<file path="config.mk">
export PLATFORM = sky130hd
export DESIGN_NAME = memory_map_bank_decoder
export DESIGN_NICKNAME = d
export VERILOG_FILES = /design/src/mem_map_pkg.sv /design/src/memory_map_bank_decoder.sv
export SDC_FILE = /design/constraint.sdc
export NUM_CORES = 2
export LEC_CHECK = 0
export BUFFER_PORTS_ARGS = -buffer_cell sky130_fd_sc_hd__buf_4
export CELL_PAD_IN_SITES_DETAIL_PLACEMENT = 1
export CELL_PAD_IN_SITES_GLOBAL_PLACEMENT = 1
export CORE_UTILIZATION = 25
export DETAILED_ROUTE_END_ITERATION = 12
export PLACE_DENSITY = 0.48
export SYNTH_ARGS = -nofsm -noshare
export SYNTH_HDL_FRONTEND = slang
export SYNTH_SLANG_ARGS = --single-unit
</file>
<file path="constraint.sdc">
create_clock -name ref_clk -period 5.6 [get_ports ref_clk]
set_input_delay 1.12 -clock ref_clk [delete_from_list [all_inputs] [get_ports ref_clk]]
set_output_delay 1.12 -clock ref_clk [all_outputs]
set_load 0.005 [all_outputs]
</file>
<file path="src/mem_map_pkg.sv">
// Functional notes
// (RQ1) Program counter is 13 bits, addressing 8K words of 14 bits.
// (RQ2) Reduced variant keeps 4K words; fetch addresses wrap, upper bit ignored.
// (RQ3) Fetch starts at 0000h after reset; interrupt redirects to 0004h.
// (RQ4) Bank bits at flags 6:5 select one of four 128-location banks.
// (RQ5) Special registers sit low in each bank, static RAM above them.
// (RQ6) Frequently used special registers are mirrored across banks.
// (RQ7) Top 16 locations of banks 1-3 alias bank-0 70h-7Fh.
// (RQ8) Register file reached directly or indirectly via file select pointer.
// (RQ9) Offset 00h accesses the location addressed by the file select pointer.
// (RQ10) Unimplemented data addresses read zero; writes are ignored.
package mem_map_pkg;
	localparam int PC_W = 13;
	localparam int DADDR_W = 9;
	localparam logic [12:0] RESET_VECTOR = 13'h0000;
	localparam logic [12:0] INT_VECTOR = 13'h0004;
	localparam logic [6:0] OFS_INDIRECT = 7'h00;
	localparam logic [6:0] OFS_PCL = 7'h02;
	localparam logic [6:0] OFS_FLAGS = 7'h03;
	localparam logic [6:0] OFS_FSR = 7'h04;
	localparam logic [6:0] OFS_PC_HIGH_LATCH = 7'h0a;
	localparam logic [6:0] GPR_LO = 7'h20;
	localparam logic [6:0] COMMON_LO = 7'h70;
	localparam int BANK_HI_BIT = 6;
	localparam int BANK_LO_BIT = 5;
	localparam logic [7:0] FLAGS_RESET = 8'h18;
	localparam logic [7:0] ZERO8 = 8'h00;
endpackage : mem_map_pkg

</file>
<file path="src/memory_map_bank_decoder.sv">
module memory_map_bank_decoder
	import mem_map_pkg::*;
#(
	parameter bit REDUCED = 1'b0
) (
	// Clock and reset
	input wire logic ref_clk,
	input wire logic rst,
	// Program fetch control
	input wire logic pc_advance,
	input wire logic pc_load,
	input wire logic [10:0] pc_load_value,
	input wire logic int_accept,
	output logic [12:0] fetch_addr,
	// Data access
	input wire logic [6:0] addr,
	input wire logic [7:0] wdata,
	input wire logic wr,
	input wire logic rd,
	output logic [7:0] rdata
);
	// ----------------------------------------
	// Program counter
	// ----------------------------------------
	logic [12:0] pc;
	logic [12:0] next_pc;
	logic [7:0] pc_high_latch;
	logic [7:0] processor_flags;
	logic [7:0] file_select_pointer;
	logic [7:0] ram [0:255];
	always_comb begin
		next_pc = pc;
		if (int_accept) begin
			next_pc = INT_VECTOR; // RQ3
		end else if (pc_load) begin
			next_pc = {pc_high_latch[4:3], pc_load_value}; // RQ1
		end else if (pc_advance) begin
			next_pc = pc + 13'h0001; // RQ1
		end
		if (REDUCED) begin
			next_pc[12] = 1'b0; // RQ2
		end
	end
	always_ff @(posedge ref_clk) begin
		if (rst) begin
			pc <= RESET_VECTOR; // RQ3
		end else begin
			pc <= next_pc;
		end
	end
	assign fetch_addr = pc;
	// ----------------------------------------
	// Address decode
	// ----------------------------------------
	logic [8:0] eff;
	logic [6:0] ofs;
	logic [1:0] bank;
	logic in_common;
	logic is_gpr;
	logic [7:0] ram_idx;
	always_comb begin
		// Offset 00h follows the pointer, flags bit 7 as address bit 8
		if (addr == OFS_INDIRECT) begin
			eff = {processor_flags[7], file_select_pointer}; // RQ8 RQ9
		end else begin
			eff = {processor_flags[BANK_HI_BIT], processor_flags[BANK_LO_BIT], addr}; // RQ4 RQ8
		end
		ofs = eff[6:0];
		bank = eff[8:7];
		in_common = (ofs >= COMMON_LO); // RQ7
	end

	always_comb begin
		is_gpr = 1'b0;
		ram_idx = {1'b0, ofs};
		if (in_common) begin
			// Top 16 locations of every bank land on bank 0
			is_gpr = 1'b1; // RQ7
			ram_idx = {1'b0, ofs}; // RQ7
		end else if (ofs >= GPR_LO) begin
			unique case (bank)
				2'b00: begin
					is_gpr = 1'b1; // RQ5
					ram_idx = {1'b0, ofs};
				end
				2'b01: begin
					is_gpr = 1'b1; // RQ5
					ram_idx = {1'b1, ofs};
				end
				2'b10: begin
					// Bank 2 fills the index gaps left by banks 0 and 1
					is_gpr = 1'b1; // RQ5
					if (ofs < 7'h40) begin
						ram_idx = {1'b0, ofs ^ 7'h20};
					end else if (ofs < 7'h60) begin
						ram_idx = {1'b1, ofs ^ 7'h40};
					end else begin
						ram_idx = {1'b1, ofs ^ 7'h10};
					end
				end
				2'b11: begin
					// No static RAM below the common window
					is_gpr = 1'b0; // RQ10
				end
			endcase
		end
	end

	// ----------------------------------------
	// Register select
	// ----------------------------------------
	logic live;
	logic sel_pcl;
	logic sel_flags;
	logic sel_fsr;
	logic sel_pc_high_latch;
	logic rd_live;
	logic wr_live;
	always_comb begin
		// Pointer aimed at the indirect slot reaches nothing
		live = (ofs != OFS_INDIRECT); // RQ9
		sel_pcl = live && (ofs == OFS_PCL); // RQ6
		sel_flags = live && (ofs == OFS_FLAGS); // RQ6
		sel_fsr = live && (ofs == OFS_FSR); // RQ6
		sel_pc_high_latch = live && (ofs == OFS_PC_HIGH_LATCH); // RQ6
		rd_live = rd && live;
		wr_live = wr && live;
	end
	// ----------------------------------------
	// Register file
	// ----------------------------------------
	logic [7:0] next_rdata;
	logic [7:0] next_processor_flags;
	logic [7:0] next_file_select_pointer;
	logic [7:0] next_pc_high_latch;

	always_comb begin
		next_rdata = ZERO8; // RQ10
		if (rd_live) begin
			unique case (ofs)
				OFS_PCL: next_rdata = pc[7:0]; // RQ6
				OFS_FLAGS: next_rdata = processor_flags; // RQ6
				OFS_FSR: next_rdata = file_select_pointer; // RQ6
				OFS_PC_HIGH_LATCH: next_rdata = pc_high_latch; // RQ6
				default: next_rdata = is_gpr ? ram[ram_idx] : ZERO8; // RQ10
			endcase
		end
	end

	always_comb begin
		next_processor_flags = processor_flags;
		next_file_select_pointer = file_select_pointer;
		next_pc_high_latch = pc_high_latch;
		if (wr_live) begin
			if (sel_flags) begin
				next_processor_flags = wdata; // RQ4 RQ6
			end
			if (sel_fsr) begin
				next_file_select_pointer = wdata; // RQ6 RQ8
			end
			if (sel_pc_high_latch) begin
				next_pc_high_latch = wdata; // RQ6
			end
		end
	end

	always_ff @(posedge ref_clk) begin
		if (rst) begin
			rdata <= ZERO8;
			processor_flags <= FLAGS_RESET;
			file_select_pointer <= ZERO8;
			pc_high_latch <= ZERO8;
		end else begin
			rdata <= next_rdata;
			processor_flags <= next_processor_flags;
			file_select_pointer <= next_file_select_pointer;
			pc_high_latch <= next_pc_high_latch;
		end
	end

	always_ff @(posedge ref_clk) begin
		if (wr_live && is_gpr) begin
			ram[ram_idx] <= wdata; // RQ5 RQ10
		end
	end
	// ----------------------------------------
	// Checks
	// ----------------------------------------
	property p_reset_vec;
		@(posedge ref_clk) $fell(rst) |-> pc == RESET_VECTOR;
	endproperty
	a_reset_vec: assert property (p_reset_vec) else $error("bad reset vector"); // RQ3
	property p_int_vec;
		@(posedge ref_clk) disable iff (rst) int_accept |=> pc == INT_VECTOR;
	endproperty
	a_int_vec: assert property (p_int_vec) else $error("bad interrupt vector"); // RQ3
	property p_wrap;
		@(posedge ref_clk) disable iff (rst) REDUCED |-> pc[12] == 1'b0;
	endproperty
	a_wrap: assert property (p_wrap) else $error("reduced pc above 4K"); // RQ2
	property p_inc;
		@(posedge ref_clk) disable iff (rst)
			pc_advance && !pc_load && !int_accept && !REDUCED |=> pc == $past(pc) + 13'h0001;
	endproperty
	a_inc: assert property (p_inc) else $error("pc did not advance"); // RQ1
	property p_fsr_mirror;
		@(posedge ref_clk) disable iff (rst) rd && addr == OFS_FSR |=> rdata == file_select_pointer;
	endproperty
	a_fsr_mirror: assert property (p_fsr_mirror) else $error("pointer not mirrored"); // RQ6
	property p_idle_zero;
		@(posedge ref_clk) disable iff (rst) !rd |=> rdata == ZERO8;
	endproperty
	a_idle_zero: assert property (p_idle_zero) else $error("read data not zero"); // RQ10
	property p_sfr_low;
		@(posedge ref_clk) disable iff (rst) addr < GPR_LO && addr != OFS_INDIRECT |-> !is_gpr;
	endproperty
	a_sfr_low: assert property (p_sfr_low) else $error("ram in sfr area"); // RQ5
	property p_common;
		@(posedge ref_clk) disable iff (rst) ofs >= COMMON_LO |-> ram_idx[7] == 1'b0;
	endproperty
	a_common: assert property (p_common) else $error("common area not aliased"); // RQ7

	// ----------------------------------------
	// Data path checks
	// ----------------------------------------
	property p_flags_write;
		@(posedge ref_clk) disable iff (rst) wr && addr == OFS_FLAGS |=> processor_flags == $past(wdata);
	endproperty
	a_flags_write: assert property (p_flags_write) else $error("flags write lost"); // RQ4

	property p_fsr_write;
		@(posedge ref_clk) disable iff (rst)
			wr && addr == OFS_FSR |=> file_select_pointer == $past(wdata);
	endproperty
	a_fsr_write: assert property (p_fsr_write) else $error("pointer write lost"); // RQ8

	property p_pc_high_latch_write;
		@(posedge ref_clk) disable iff (rst)
			wr && addr == OFS_PC_HIGH_LATCH |=> pc_high_latch == $past(wdata);
	endproperty
	a_pc_high_latch_write: assert property (p_pc_high_latch_write) else $error("latch write lost"); // RQ6

	property p_bank_sel;
		@(posedge ref_clk) disable iff (rst)
			addr != OFS_INDIRECT |-> bank == {processor_flags[BANK_HI_BIT], processor_flags[BANK_LO_BIT]};
	endproperty
	a_bank_sel: assert property (p_bank_sel) else $error("bank not from flags"); // RQ4

	property p_ind_addr;
		@(posedge ref_clk) disable iff (rst)
			addr == OFS_INDIRECT |-> eff == {processor_flags[7], file_select_pointer};
	endproperty
	a_ind_addr: assert property (p_ind_addr) else $error("indirect address wrong"); // RQ9

	property p_ind_self;
		@(posedge ref_clk) disable iff (rst)
			rd && addr == OFS_INDIRECT && file_select_pointer[6:0] == OFS_INDIRECT |=> rdata == ZERO8;
	endproperty
	a_ind_self: assert property (p_ind_self) else $error("self indirect not zero"); // RQ9

	property p_unimpl_read;
		@(posedge ref_clk) disable iff (rst)
			rd && addr > OFS_PC_HIGH_LATCH && addr < GPR_LO |=> rdata == ZERO8;
	endproperty
	a_unimpl_read: assert property (p_unimpl_read) else $error("empty slot not zero"); // RQ10

	property p_unimpl_write;
		@(posedge ref_clk) disable iff (rst) wr && addr > OFS_PC_HIGH_LATCH && addr < GPR_LO
			|=> $stable(processor_flags) && $stable(file_select_pointer) && $stable(pc_high_latch);
	endproperty
	a_unimpl_write: assert property (p_unimpl_write) else $error("empty slot write hit"); // RQ10

	property p_bank3_read;
		@(posedge ref_clk) disable iff (rst) rd && addr >= GPR_LO && addr < COMMON_LO
			&& processor_flags[BANK_HI_BIT] && processor_flags[BANK_LO_BIT] |=> rdata == ZERO8;
	endproperty
	a_bank3_read: assert property (p_bank3_read) else $error("bank 3 ram not zero"); // RQ10

	property p_pcl_read;
		@(posedge ref_clk) disable iff (rst) rd && addr == OFS_PCL |=> rdata == $past(pc[7:0]);
	endproperty
	a_pcl_read: assert property (p_pcl_read) else $error("pc low byte read wrong"); // RQ6

	property p_flags_read;
		@(posedge ref_clk) disable iff (rst)
			rd && addr == OFS_FLAGS |=> rdata == $past(processor_flags);
	endproperty
	a_flags_read: assert property (p_flags_read) else $error("flags read wrong"); // RQ6

	property p_latch_read;
		@(posedge ref_clk) disable iff (rst)
			rd && addr == OFS_PC_HIGH_LATCH |=> rdata == $past(pc_high_latch);
	endproperty
	a_latch_read: assert property (p_latch_read) else $error("latch read wrong"); // RQ6

	property p_gpr_range;
		@(posedge ref_clk) disable iff (rst) is_gpr |-> ofs >= GPR_LO;
	endproperty
	a_gpr_range: assert property (p_gpr_range) else $error("ram below sfr bound"); // RQ5

	property p_bank3_low;
		@(posedge ref_clk) disable iff (rst) bank == 2'b11 && !in_common |-> !is_gpr;
	endproperty
	a_bank3_low: assert property (p_bank3_low) else $error("bank 3 ram present"); // RQ10

	property p_common_idx;
		@(posedge ref_clk) disable iff (rst) in_common |-> ram_idx == {1'b0, ofs};
	endproperty
	a_common_idx: assert property (p_common_idx) else $error("common index wrong"); // RQ7

	property p_bank0_idx;
		@(posedge ref_clk) disable iff (rst) bank == 2'b00 && is_gpr |-> ram_idx == {1'b0, ofs};
	endproperty
	a_bank0_idx: assert property (p_bank0_idx) else $error("bank 0 index wrong"); // RQ4

	// ----------------------------------------
	// Fetch checks
	// ----------------------------------------
	property p_pc_reset;
		@(posedge ref_clk) rst |=> pc == RESET_VECTOR;
	endproperty
	a_pc_reset: assert property (p_pc_reset) else $error("pc not cleared"); // RQ3

	property p_load;
		@(posedge ref_clk) disable iff (rst)
			pc_load && !int_accept |=> pc[10:0] == $past(pc_load_value);
	endproperty
	a_load: assert property (p_load) else $error("pc load low bits wrong"); // RQ1

	property p_load_high;
		@(posedge ref_clk) disable iff (rst)
			pc_load && !int_accept && !REDUCED |=> pc[12:11] == $past(pc_high_latch[4:3]);
	endproperty
	a_load_high: assert property (p_load_high) else $error("pc load high bits wrong"); // RQ1

	property p_reduced_inc;
		@(posedge ref_clk) disable iff (rst) REDUCED && pc_advance && !pc_load && !int_accept
			|=> pc[11:0] == $past(pc[11:0]) + 12'h001;
	endproperty
	a_reduced_inc: assert property (p_reduced_inc) else $error("reduced pc no wrap"); // RQ2

	property p_hold;
		@(posedge ref_clk) disable iff (rst) !pc_advance && !pc_load && !int_accept |=> $stable(pc);
	endproperty
	a_hold: assert property (p_hold) else $error("pc moved while idle"); // RQ1

	// ----------------------------------------
	// Coverage
	// ----------------------------------------
	c_int: cover property (@(posedge ref_clk) int_accept);
	c_ind: cover property (@(posedge ref_clk) wr && addr == OFS_INDIRECT);
	c_bank3: cover property (@(posedge ref_clk) rd && bank == 2'b11);
	c_bank2: cover property (@(posedge ref_clk) rd && bank == 2'b10);
	c_load: cover property (@(posedge ref_clk) pc_load);
endmodule : memory_map_bank_decoder

</file>
# Word-level counts from Yosys, hierarchy flattened
# Memories as Yosys holds them, arrays and structs flattened.
# Cells that the tools add are included.
[classes]
addsub = 1
magnitude_cmp = 4
n_eq_ne = 7
mux = 16
bitwise_logic = 4
reduce_logical = 17
[ops]
columns = ["operator", "n"]
rows = [
  ["8-bit two-way mux", 4],
  ["8-bit one-hot mux with 4 select lines", 1],
  ["13-bit two-way mux", 2],
  ["8-bit one-hot mux with 2 select lines", 1],
  ["7-bit by 2-bit == test with 1-bit output (second input constant)", 2],
  ["7-bit less-than comparator (second input constant)", 2],
  ["13-bit by 1-bit adder with 13-bit output (second input constant)", 1],
  ["9-bit two-way mux", 1],
  ["7-bit by 3-bit == test with 1-bit output (second input constant)", 1],
  ["7-bit by 4-bit == test with 1-bit output (second input constant)", 1],
  ["7-bit by 6-bit >= comparator with 1-bit output (second input constant)", 1],
  ["7-bit >= comparator (second input constant)", 1],
  ["7-bit logical NOT", 1],
  ["7-bit two-way mux", 1],
  ["7-bit nonzero test", 1],
  ["1-bit logical AND", 6],
  ["2-bit AND reduction", 3],
  ["2-bit == test (second input constant)", 2],
  ["1-bit two-way mux", 4],
  ["1-bit inverter", 4],
  ["2-bit OR reduction", 2],
  ["3-bit two-way mux", 1],
  ["3-bit nonzero test", 1],
  ["3-bit OR reduction", 1],
  ["other kinds (4)", 4],
]
[totals]
ff_bits = 45
ram_bits = 2048
inputBits = 33
output_inout_bits = 21
elab_cells = 56
mem_count = 1
[mem_list]
columns = ["memory", "words", "word_bits", "read_ports", "rd_ports_with_merged_regs", "wr", "line_no", "text"]
rows = [
  ["ram", 256, 8, 1, 0, 1, "memory_map_bank_decoder.sv:30", "logic [7:0] ram [0:255];"],
]

# Depth between registers and ports, before layout
# An unclocked memory read counts as a cell.
[logic_depth]
depth_word = 11
mapped_depth = 19

# Worst setup path before layout
# No wires, ideal clock.
[synth_timing]
kind = "input port to flip-flop"
start = "input port addr[6]"
end = "memory ram[86][0], enable pin"
setup_time_ns = 0.370
t_arrival_ns = 4.941
required_time_ns = 5.230
slack_ns = 0.289
stages = 15
n_path_buf = 5
cell_sequence = "clkbuf_1 > nor3_2 > nand2_1 > mux2_2 > ha_1 > or3_1 > nor2_1 > o22ai_1 > nor2_1 > buf_2 > clkbuf_1 > buf_1 > nand3_1 > clkbuf_1 > nor2_1"
[synth_between]
elab_chain_cells = 10
[synth_lines]
columns = ["item", "line_no", "text"]
rows = [
  ["from (decl)", "memory_map_bank_decoder.sv:16", "input wire logic [6:0] addr,"],
  ["7-bit logical NOT", "memory_map_bank_decoder.sv:63", "if (addr == OFS_INDIRECT) begin"],
  ["9-bit two-way mux (*)", "memory_map_bank_decoder.sv:63", ""],
  ["branches (longest 8 deep; another with 7-bit less-than comparator)", "-", ""],
  ["to (decl)", "memory_map_bank_decoder.sv:30", ""],
]
# Mark *: on every way between the ends.

# Worst setup path after layout
[layout_timing]
start = "input port addr[1]"
end = "register rdata[1]"
[layout_between]
elab_chain_cells = 11
[layout_lines]
columns = ["item", "line_no", "text"]
rows = [
  ["7-bit logical NOT", "memory_map_bank_decoder.sv:63", ""],
  ["9-bit two-way mux (*)", "memory_map_bank_decoder.sv:63", ""],
  ["7-bit less-than comparator / 1-bit inverter (equally long branches)", "-", ""],
  ["7-bit two-way mux", "memory_map_bank_decoder.sv:95", "end else if (ofs < 7'h60) begin"],
  ["8-bit two-way mux", "memory_map_bank_decoder.sv:93", "if (ofs < 7'h40) begin"],
  ["8-bit one-hot mux with 2 select lines", "memory_map_bank_decoder.sv:81", "unique case (bank)"],
  ["8-bit two-way mux", "memory_map_bank_decoder.sv:80", "end else if (ofs >= GPR_LO) begin"],
  ["8-bit two-way mux", "memory_map_bank_decoder.sv:76", "if (in_common) begin"],
  ["memory 256 x 8 bit", "-", ""],
  ["8-bit two-way mux", "memory_map_bank_decoder.sv:145", "default: next_rdata = is_gpr ? ram[ram_idx] : ZERO8;"],
  ["8-bit one-hot mux with 4 select lines", "memory_map_bank_decoder.sv:140", "unique case (ofs)"],
  ["to (signal assigned)", "memory_map_bank_decoder.sv:174", "rdata <= next_rdata;"],
  ["to (decl)", "memory_map_bank_decoder.sv:20", "output logic [7:0] rdata"],
]
# Every way passes the cells marked *; elsewhere a longest branch is shown, timed or not.
# A chain may end at the register's enable or synchronous reset.

==> key figures <==
Critical path
  • Required @ worst endpoint: 6.37 ns
  • CP arrival: around 6.5 ns
  • WS Path Type: input pin to register
  • Max FO, Critical Path: 9
  • CP Launch Type: input pin
  • Worst Setup End Kind: register

Final layout
  • Area occupied by multi-input gates: 0.0169 mm²
  • Final Instance Count excl. Fillers: 10500
  • Number of fill cells: between 30000 and 40000
  • Area Growth Syn to Fin: 21.3%
  • FF+latch area: just over 0.06 mm²
  • Fraction of layout cells with a size suffix above 1: 0.163
  • Nets@finish: 6041

GRT
  • Vias in the first global route: 54400
  • Initial antenna violation count: 18
  • Gr ovfl total: 0
  • GRT Total Usage: 0.193
  • Global-route wire length before repair: 446000 µm
  • Pin count of the biggest net entering global routing: 134

STA
  • Endpoints failing setup: 1
  • RSZ-0062 raised after global routing: no
  • Final Skew: 0.0769 ns
  • Final setup TNS: -0.0774 ns
  • Slew margin rel.: -0.0637
  • Slew at the pin closest to its max-slew limit: 1.58 ns
  • Slew Viols, Final: 3
  • Fmax: 176 MHz
  • Post-route clock period utilization: 1.01
  • Minimum clock period: 5.68 ns
  • Final hold viol count: 0
  • PnR worst setup slack: -0.0774 ns

Route
  • Iteration count of the initial detailed-routing pass: 5
  • Vias post-DR: roughly 54000
  • Post-DR wirelength/cell: 30.7 µm
  • Initial DRC Count: between 5000 and 6000
  • Routed WL: 322000 µm
  • DR vias/cell: just over 5
  • Antenna-violating nets left: 0
  • # DRC: 0

Synthesis
  • Ys flop type: edfxtp_1
  • Syn. warnings: 0
  • Unique cell type count in the Yosys netlist: 75
  • Register area share after synthesis: 0.772
  • Synth Area per Inst: 14.6 µm²
  • Asr flop ratio synth: 0
  • Cells after synthesis: 5542
  • Post-Syn Area: 0.0808 mm²
  • Synth Register Bits: 2093
  • Post-synth net total: roughly 5600
  • EDFF count, synth: 2048

Floorplanning
  • Initial Util: 0.252
  • Die area: 0.326 mm²
  • I/O Pins: 54
  • Die Y: 571 µm
  • Core area: between 0.3 and 0.4 mm²
  • Chip width: 571 µm
  • Row cnt: between 200 and 250

Clocking
  • Root Buffer: clkbuf_16
  • Inserted Clock Buffers: 228
  • Reg clk slew, reported paths: 0.06 ns
  • Clk sink count: 2093
  • Hold-fix buffers at CTS: 0
  • H-tree level count: 4
  • Worst skew pair latency: 0.90 ns
  • Bufs on Longest Clock Path: 3
  • CTS tree: yes

Power
  • Sequential share of power: 0.500
  • Switch Pwr: about 8200 µW
  • Clock power frac: 0.434
  • Peak VDD IR: about 260 µV
  • Logic gate share of total power: 0.066
  • Sw Ratio: 0.238
  • Int Pwr: 26300 µW
  • Leakage Power: 0.0312 µW
  • Power per standard cell area: 352 mW/mm²

Job
  • Max_cap viols: 2

Placement
  • Routability Congestion: 0.900
  • Placed cells: roughly 10000
  • DP HPWL: 205000 µm
  • Dpl ws: -0.968 ns
  • PortBufs: 53

Outcome
  • Status: finished, violations left
  • Failing checks: capacitance limit, slew limit, setup timing

Min path
  • Worst Hold Class: input pin to register
-- power by group through the flow --
stage	sequential, µW	combinational, µW	clock, µW
2_1_floorplan	17600	868	0
3_3_place_gp	17600	2270	0
3_5_place_dp	17600	2290	0
4_1_cts	17200	2290	15200
5_1_grt	17200	2380	15800
6_report	17200	2290	15000
-- Yosys cell counts, types with 53 or more instances --
cell | count | area share
a21oi_1 | 500 | 0.031
a22oi_1 | 64 | 0.0059
a31oi_1 | 192 | 0.015
buf_1 | 66 | 0.0031
buf_2 | 99 | 0.0061
clkbuf_1 | 243 | 0.011
edfxtp_1 | 2048 | 0.76
nand2_1 | 743 | 0.035
nand3_1 | 53 | 0.0033
nor2_1 | 336 | 0.016
o21ai_0 | 104 | 0.0064
o22ai_1 | 431 | 0.033
o32ai_1 | 173 | 0.019
-- layout make-up --
cell class | count | area share
repair buffers | 640 | 0.0609
clock buffers | 276 | 0.0607
well taps | 4305 | 0.0549
inverters | 13 | 0.000498
flip-flops and latches | 2093 | 0.636
multi-input cells | 3025 | 0.172
clock inverters | 142 | 0.0141
diodes | 8 | 0.000204
-- timing repair --
action                     4_1_cts  5_1_grt
gates resized for setup          1        0
setup buffers                    0        0
setup endpoints to repair        1        0
-- placed cells by master (no fill, tap or decap), types with 45 or more instances in the layout --
master	n
o22ai_1	431
nor2_1	331
a21oi_1	499
nand2_1	724
a31oi_1	192
clkbuf_1	45
dfxtp_1	45
edfxtp_1	2048
o21ai_0	101
a21o_1	46
clkbuf_16	231
o32ai_1	172
nand3_1	53
buf_4	543
a22oi_1	64
buf_12	88
clkinv_1	64
-- per-stage QoR --
| stage | utilization | total power, µW | area [µm²] | hold WS, ns |
|---|---|---|---|---|
| final | 0.305 | 34500 | 98100 | 0.465 |
| after global routing | 0.305 | 35400 | 98000 | 0.447 |
| after CTS | 0.305 | 34800 | 98000 | 0.397 |
| after detailed placement | 0.282 | 19900 | 90700 | 0.457 |
| after global placement | 0.282 | 19800 | 90700 | 0.441 |
| after floorplan | - | 18400 | 80800 | 0.436 |
-- cell families after synthesis --
kind of cell / Yosys count / share of synthesized area
compound gates: 1703 / 0.135
xor+xnor: 10 / 0.00108
mux: 46 / 0.00580
buf+inv: 424 / 0.0214
simple gates: 1259 / 0.0635
flops: 2093 / 0.772
fa+ha+maj: 7 / 0.00108
-- sequential cells by signal, summed over array words and instances, names as in the netlist --
name,flops
rdata,8
pc_high_latch,8
file_select_pointer,8
processor_flags,8
ram,2048
fetch_addr,13
-- critical path, cell delays in order --
cell,delay [ns]
buf_4,0.12
nor4_4,0.48
nand2_1,0.19
mux2_2,0.35
ha_1,0.33
nor3_1,0.21
buf_4,0.19
nand2_1,0.07
o22ai_1,0.24
buf_4,0.19
nor2_4,0.06
buf_4,0.18
buf_4,0.17
nor3_1,0.99
o21ai_0,0.92
and2_0,0.42
o2111ai_1,0.08
o32ai_1,0.12
-- metal layers --
metal  vias up  track usage  share of wire
li1      22800            -              -
met1     28900        0.271           0.45
met2      1755        0.312           0.47
met3       371       0.0294          0.059
met4         2       0.0476          0.024
met5         -            0       0.000040
-- final timing paths --
path / slack, ns / endpoint / cells past startpoint / startpoint
max: -0.08 / rdata[1] / 18 / addr[1]
min: 0.46 / fetch_addr[10] / 3 / pc_load_value[10]
max reg2reg: 0.46 / rdata[1] / 16 / file_select_pointer[4]
min reg2reg: 0.47 / pc_high_latch[5] / 2 / pc_high_latch[5]
Note: power is estimated with default switching activity, not from simulation.
